--- src/hw/sbd_pkg.sv ---
// Constants for the support board bus decode block.
// Assumes a single 20 MHz bus clock and synchronous active-high reset.
// Notes on behaviour
// - Respond only when upper port bits match port_block_a
// - Switch one to four map A7 to A4
// - EPROM selectable only with ROM-enable closed
// - Extended addressing decodes 20 bits, else 16
// - Small EPROM: placement jumper picks upper or lower half of the window
// - Large EPROM spans F000 to FFFF
// - Output to disable port frees EPROM range
// - Disable port sits at block offset fourteen
// - Wait switches: none, or always one wait
// - Both closed: wait only at high speed
// - Offset fifteen reads option switch bank
// - Transmit allowed only with DTR or jumper
// - Output drive jumper: constant or follow ACK
// - Overlay jumper asserts PHANTOM on EPROM select
// - Acknowledge jumper picks three or two bytes
// - Unconnected acknowledge jumper: bus left untouched
package sbd_pkg;
  localparam logic [3:0]  SBD_OFS_ROM_OFF   = 4'hE;
  localparam logic [3:0]  SBD_OFS_OPT_SW    = 4'hF;
  localparam logic [3:0]  SBD_ROM_TOP16     = 4'hF;
  localparam logic [7:0]  SBD_ROM_TOP20     = 8'hFF;
  localparam logic [7:0]  SBD_RD_IDLE       = 8'h00;
  localparam int          SBD_WAIT_STATES   = 1;
  // Positions of the port_block_a-select switch bank, bit 0 is position one
  localparam int          SBD_SW_ROM_EN     = 4;
  localparam int          SBD_SW_EXT        = 5;
  localparam int          SBD_SW_WAIT_SPD   = 6;
  localparam int          SBD_SW_WAIT_ON    = 7;
endpackage

--- src/hw/sbd_bus_decode.sv ---
// Bus-side decode and glue of the support board.
// Assumes bus strobes are synchronous to ref_clk_i; switch, jumper and
// terminal inputs are asynchronous and pass two flip-flops first.
`timescale 1ns/10ps
`default_nettype none
module sbd_bus_decode (
  input  wire logic        ref_clk_i,
  input  wire logic        reset_i,
  input  wire logic [19:0] addr_i,
  input  wire logic        mem_cycle_i,
  input  wire logic        io_rd_i,
  input  wire logic        io_wr_i,
  input  wire logic        high_speed_i,
  input  wire logic [7:0]  port_block_a_select_switch_i,
  input  wire logic [7:0]  option_switch_bank_i,
  input  wire logic        dtr_i,
  input  wire logic        dtr_open_i,
  input  wire logic        dtr_jumper_plus_i,
  input  wire logic        out_jumper_plus_i,
  input  wire logic        ack_i,
  input  wire logic        addr_jumper_hi_i,
  input  wire logic        rom_large_i,
  input  wire logic        phantom_jumper_i,
  input  wire logic        ack_jumper_three_i,
  input  wire logic        ack_jumper_open_i,
  output logic             board_sel_o,
  output logic [3:0]       func_sel_o,
  output logic             rom_sel_o,
  output logic             phantom_o,
  output logic             wait_o,
  output logic [7:0]       rd_data_o,
  output logic             rd_data_oe_o,
  output logic             tx_enable_o,
  output logic             par_out_oe_o,
  output logic             ack_three_byte_o,
  output logic             ack_drive_bus_o
);
  localparam int NSYNC = 25;
  logic [NSYNC-1:0] s1_r, s2_r;
  logic [NSYNC-1:0] async_in;
  assign async_in = {port_block_a_select_switch_i, option_switch_bank_i, dtr_i, dtr_open_i,
                     dtr_jumper_plus_i, out_jumper_plus_i, ack_i, addr_jumper_hi_i,
                     rom_large_i, phantom_jumper_i, ack_jumper_three_i};
  logic [7:0] sw1, sw2;
  logic dtr_s, dtr_open_s, dtr_plus_s, out_plus_s, ack_s, hi_s, large_s, ph_s, three_s;
  assign {sw1, sw2, dtr_s, dtr_open_s, dtr_plus_s, out_plus_s, ack_s, hi_s, large_s, ph_s,
          three_s} = s2_r;
  logic ackop1_r, ackop2_r;

  logic       rom_off_r, rom_off_nxt;
  logic       board_sel_nxt, rom_sel_nxt, wait_nxt, rd_oe_nxt, tx_nxt, oe_nxt;
  logic       phantom_nxt, three_nxt, drive_nxt;
  logic [3:0] func_nxt;
  logic [7:0] rd_nxt;
  logic       rom_hit;
  logic       bus_cycle;

  // Offset match inside the port block; shared by disable port and switch read
  function automatic logic offset_is(input logic [19:0] a, input logic [3:0] ofs);
    offset_is = (a[3:0] == ofs);
  endfunction

  always_comb begin
    bus_cycle = mem_cycle_i | io_rd_i | io_wr_i;
    // Bit reversal: switch position one is A7
    board_sel_nxt = (io_rd_i | io_wr_i) &&
                    (addr_i[7:4] == {sw1[0], sw1[1], sw1[2], sw1[3]});
    func_nxt = addr_i[3:0];
    if (sw1[sbd_pkg::SBD_SW_EXT]) begin
      rom_hit = addr_i[19:12] == sbd_pkg::SBD_ROM_TOP20;
    end else begin
      rom_hit = addr_i[15:12] == sbd_pkg::SBD_ROM_TOP16;
    end
    if (!large_s) begin
      rom_hit = rom_hit && (addr_i[11] == hi_s);
    end // Large part covers whole 4 KB, placement ignored
    rom_sel_nxt = mem_cycle_i && rom_hit && sw1[sbd_pkg::SBD_SW_ROM_EN] &&
                  !rom_off_r;
    // Overlay only ever follows a real ROM select, never a bare address match
    phantom_nxt = rom_sel_nxt & ph_s;
    rom_off_nxt = rom_off_r;
    if (board_sel_nxt && offset_is(addr_i, sbd_pkg::SBD_OFS_ROM_OFF)) begin
      rom_off_nxt = 1'b1;
    end
    if (!sw1[sbd_pkg::SBD_SW_WAIT_ON]) begin
      wait_nxt = 1'b0;
    end else if (!sw1[sbd_pkg::SBD_SW_WAIT_SPD]) begin
      wait_nxt = bus_cycle;
    end else begin
      wait_nxt = bus_cycle & high_speed_i;
    end
    rd_oe_nxt = board_sel_nxt && io_rd_i && offset_is(addr_i, sbd_pkg::SBD_OFS_OPT_SW);
    rd_nxt = rd_oe_nxt ? sw2 : sbd_pkg::SBD_RD_IDLE;
    tx_nxt = dtr_open_s ? dtr_plus_s : dtr_s;
    // Acknowledge input open reads high after the pull-up, so data drives
    oe_nxt = out_plus_s | ack_s;
    three_nxt = three_s & !ackop2_r;
    drive_nxt = !ackop2_r;
  end

  always_ff @(posedge ref_clk_i) begin
    if (reset_i) begin
      s1_r <= '0;
      s2_r <= '0;
      ackop1_r <= 1'b1;
      ackop2_r <= 1'b1;
      rom_off_r <= 1'b0;
      board_sel_o <= 1'b0;
      func_sel_o <= 4'h0;
      rom_sel_o <= 1'b0;
      phantom_o <= 1'b0;
      wait_o <= 1'b0;
      rd_data_o <= sbd_pkg::SBD_RD_IDLE;
      rd_data_oe_o <= 1'b0;
      tx_enable_o <= 1'b0;
      par_out_oe_o <= 1'b0;
      ack_three_byte_o <= 1'b0;
      ack_drive_bus_o <= 1'b0;
    end else begin
      s1_r <= async_in;
      s2_r <= s1_r;
      ackop1_r <= ack_jumper_open_i;
      ackop2_r <= ackop1_r;
      rom_off_r <= rom_off_nxt;
      board_sel_o <= board_sel_nxt;
      func_sel_o <= func_nxt;
      rom_sel_o <= rom_sel_nxt;
      phantom_o <= phantom_nxt;
      wait_o <= wait_nxt;
      rd_data_o <= rd_nxt;
      rd_data_oe_o <= rd_oe_nxt;
      tx_enable_o <= tx_nxt;
      par_out_oe_o <= oe_nxt;
      ack_three_byte_o <= three_nxt;
      ack_drive_bus_o <= drive_nxt;
    end
  end
endmodule
`default_nettype wire

--- config.mk ---
export PLATFORM = sky130hd
export DESIGN_NAME = sbd_bus_decode
export DESIGN_NICKNAME = d
export VERILOG_FILES = /design/src/hw/sbd_pkg.sv /design/src/hw/sbd_bus_decode.sv
export SDC_FILE = /design/constraint.sdc
export NUM_CORES = 1
export LEC_CHECK = 0
export BUFFER_PORTS_ARGS = -buffer_cell sky130_fd_sc_hd__buf_2
export CAP_MARGIN = 20
export CORE_UTILIZATION = 52
export DETAILED_ROUTE_END_ITERATION = 7
export PLACE_DENSITY = 0.82
export SYNTH_ARGS = -nofsm -noshare
export SYNTH_HDL_FRONTEND = slang
export SYNTH_SLANG_ARGS = --single-unit
--- constraint.sdc ---
create_clock -name ref_clk_i -period 3 [get_ports ref_clk_i]
set_input_delay 0.15 -clock ref_clk_i [delete_from_list [all_inputs] [get_ports ref_clk_i]]
set_output_delay 0.15 -clock ref_clk_i [all_outputs]
set_load 0.01 [all_outputs]
==> out/qor.yml <==
global_routing:
  grt_first_pass_wirelength_mm: 5.26
  number_of_global_route_vias_before_repair: 1245
  globalRoute.totalOverflow: 0
  use_met1_pct: 16.9
  global_route.peak_usage_layer: "met2"
  grt.met3_usage_pct: 7.77
  global_route.usage.met2_pct: 27.3
  grt_use_total_pct: 17.1
  antenna_found_initial: 0
  maximum_number_of_pins_on_one_net_before_global_route_repair: 44
setup_path:
  timing.critical_path.arrival_ns: 1.51
  timing.critical_path.from: "s2_r[17]"
  cp_cell_sequence: "xor2_1 -> or3_1 -> nor3_2"
  critical_path_required_ns: 3.26
  bufs_and_invs_on_worst_path: 0
  worstSetupEndpointType: "flop"
  worst-path-max-fanout: 9
  startpoint_of_the_lowest_slack_register_to_register_path: "s2_r[17]"
  timing.critical_path.from_type: "flop"
  timing.critical_path.max_delay_family: "simple AND/OR/NAND/NOR gates"
  worst_path_max_delay_cell: "or3_1"
  timing_worst_setup_path_type: "reg2reg"
  critical_path.max_stage_delay_ns: 0.52
sta:
  totalNegativeSetupSlack_ns: 0
  fmax_mhz: 801
  timing.slew.headroom_pct: 68.0
  rsz0062_at_grt: "no"
  report.final.hold_viol_count: 0
  maxSlewViolCount: 0
  timing.final.crit_share_pct: 41.6
  post-route-min-period_ns: 1.25
  worst_slew_pin_slew_ns: 0.480
  final_setup_skew_ns: 0.00981
  timing.hold.ws_ns: 0.0159
  finalSetupViolations: 0
route:
  drtPass1Iterations: 3
  detail_route.wl_per_cell_um: 10.5
  postRouteAntennaNets: 0
  route.final.wire_length_mm: 3.34
  detail_route.iter0.violations: 45
  remaining_drcs: 0
  dr_total_vias: 1387
  vias_per_cell: 4.36
synthesis:
  syn-instance-count: 184
  syn_avg_cell_area_um2: 12.0
  synthTopCellsByCount: "dfxtp_1 (74), nor2b_1 (54), inv_1 (9), nor3_2 (8), clkbuf_1 (6)"
  synth_area_um2: 2210
  ys_top_cells_by_area: "dfxtp_1 (67%), nor2b_1 (15%), nor3_2 (3.6%)"
  yosys.cell_count.top_type: "dfxtp_1"
  synth_ff_type: "dfxtp_1"
  synth_seq_area_share_pct: 67.1
  synth.top_cell.area_share_pct: 67.1
  async_sr_flop_fraction_pct: 0
  synth_enable_flop_cells: 0
  postSynthNetCount: 236
  synth_cell_type_count: 27
  synth_largest_area_cell: "dfxtp_1"
  yosysWarningCount: 0
  ys_seq_elements: 74
finish:
  layout.filler_cells: 302
  final_nets: 315
  share_of_cells_above_drive_strength_1_pct: 36.9
  stdcell_area_um2: 2880
  area_growth_syn_to_layout_pct: 30.6
  antenna-diode-count: 0
  final_core_utilization_pct: 71.5
placed_design:
  placed_area_um2: 2580
  place_hpwl_mm: 2.24
  place_congestion: 0.676
  buffer_ports.inserted: 69
clock_tree:
  cts_tree: "built"
  cts.htree.levels: 3
  cts.reportedPaths.clkPinSlew_ns: 0.07
  post_cts_buffers: 0
  clock_path_buffers: 2
  cts-root-buf: "clkbuf_8"
  numClockSinks: 74
  numCtsBuffers: 9
  insertion_delay_ns: 0.34
min_path:
  timing.hold.worst.class: "in2reg"
  min-delay-start: "option_switch_bank_i[4]"
floorplan:
  die_width_um: 67.2
  chipHeight_um: 67.2
  io_pins: 73
  floorplan.initialDensity_pct: 54.8
  die_area_um2: 4510
  core_region_area_um2: 4030
  number_of_standard_cell_rows_in_the_floorplan: 23
pwr:
  vdd_drop_max_mv: 0.405
  power_density_nw_per_um2: 705
  report.power.total_mw: 2.03
  power.static_leakage_nw: 1.28
status:
  status: "complete, no violations"
job:
  cap_viol_max_count: 0
==> state kept, by name, indices dropped and copies added, names as in the netlist <==
register and count:
rd_data_oe_o 1, board_sel_o 1, s1_r 25, s2_r 25, wait_o 1, ackop1_r 1, rom_off_r 1, tx_enable_o 1
ackop2_r 1, rd_data_o 8, ack_three_byte_o 1, rom_sel_o 1, func_sel_o 4, par_out_oe_o 1, ack_drive_bus_o 1, phantom_o 1
==> path summary, 6_finish.rpt <==
kind | end | slack (ns) | cells after the start
max | rd_data_o[2] | 1.75 | 3
min | s1_r[13] | 0.02 | 2
min reg2reg | ack_drive_bus_o | 0.40 | 1
max reg2reg | rd_data_o[2] | 1.75 | 3
==> metal layers <==
layer / vias to the layer above / routed length (um)
met2: 51 / 1560
met3: 8 / 227
met5: - / 0
li1: 730 / -
met1: 598 / 1440
met4: 0 / 114
==> power by group <==
| group | internal [mW] | switching (mW) | total, mW |
|---|---|---|---|
| combinational | 0.0581 | 0.0440 | 0.102 |
| sequential | 1.02 | 0.00866 | 1.03 |
| clock | 0.552 | 0.349 | 0.900 |
==> stage by stage <==
step	setup WS, ns	instances
3_5_place_dp	1.56	296
5_1_grt	1.67	318
2_1_floorplan	1.91	184
3_3_place_gp	1.58	296
6_report	1.75	318
4_1_cts	1.75	318
==> cell families after synthesis <==
| family | after synthesis | share of synthesized area [%] |
|---|---|---|
| XOR/XNOR | 5 | 1.98 |
| AO/OA/AOI/OAI | 5 | 1.81 |
| AND/OR/NAND/NOR | 81 | 24.8 |
| multiplexers | 1 | 0.454 |
| buffers and inverters | 18 | 3.80 |
| flip-flops | 74 | 67.1 |
==> repair_timing <==
item | CTS | global route
hold endpoints to repair | 6 | 0
hold buffers | 6 | 0
resized for setup | 0 | 0
==> cell usage in the layout, fill, tap and decap left out, types with 3 or more instances in the layout <==
cell	count
xnor2_1	4
dfxtp_1	74
clkbuf_8	9
nor2_1	4
nor3_2	8
nor2b_1	54
bufinv_16	3
inv_1	9
dlygate4sd3_1	6
buf_2	69
==> layout make-up <==
class	instances	area (um^2)	share of cell area, %
Sequential cell	74	1480	51.4
Tap cell	50	62.6	2.17
Clock buffer	9	124	4.30
Timing Repair Buffer	77	420	14.6
Multi-Input combinational cell	92	642	22.3
Clock inverter	7	118	4.08
Inverter	9	33.8	1.17
No activity file was read; power rests on OpenSTA's default activity.
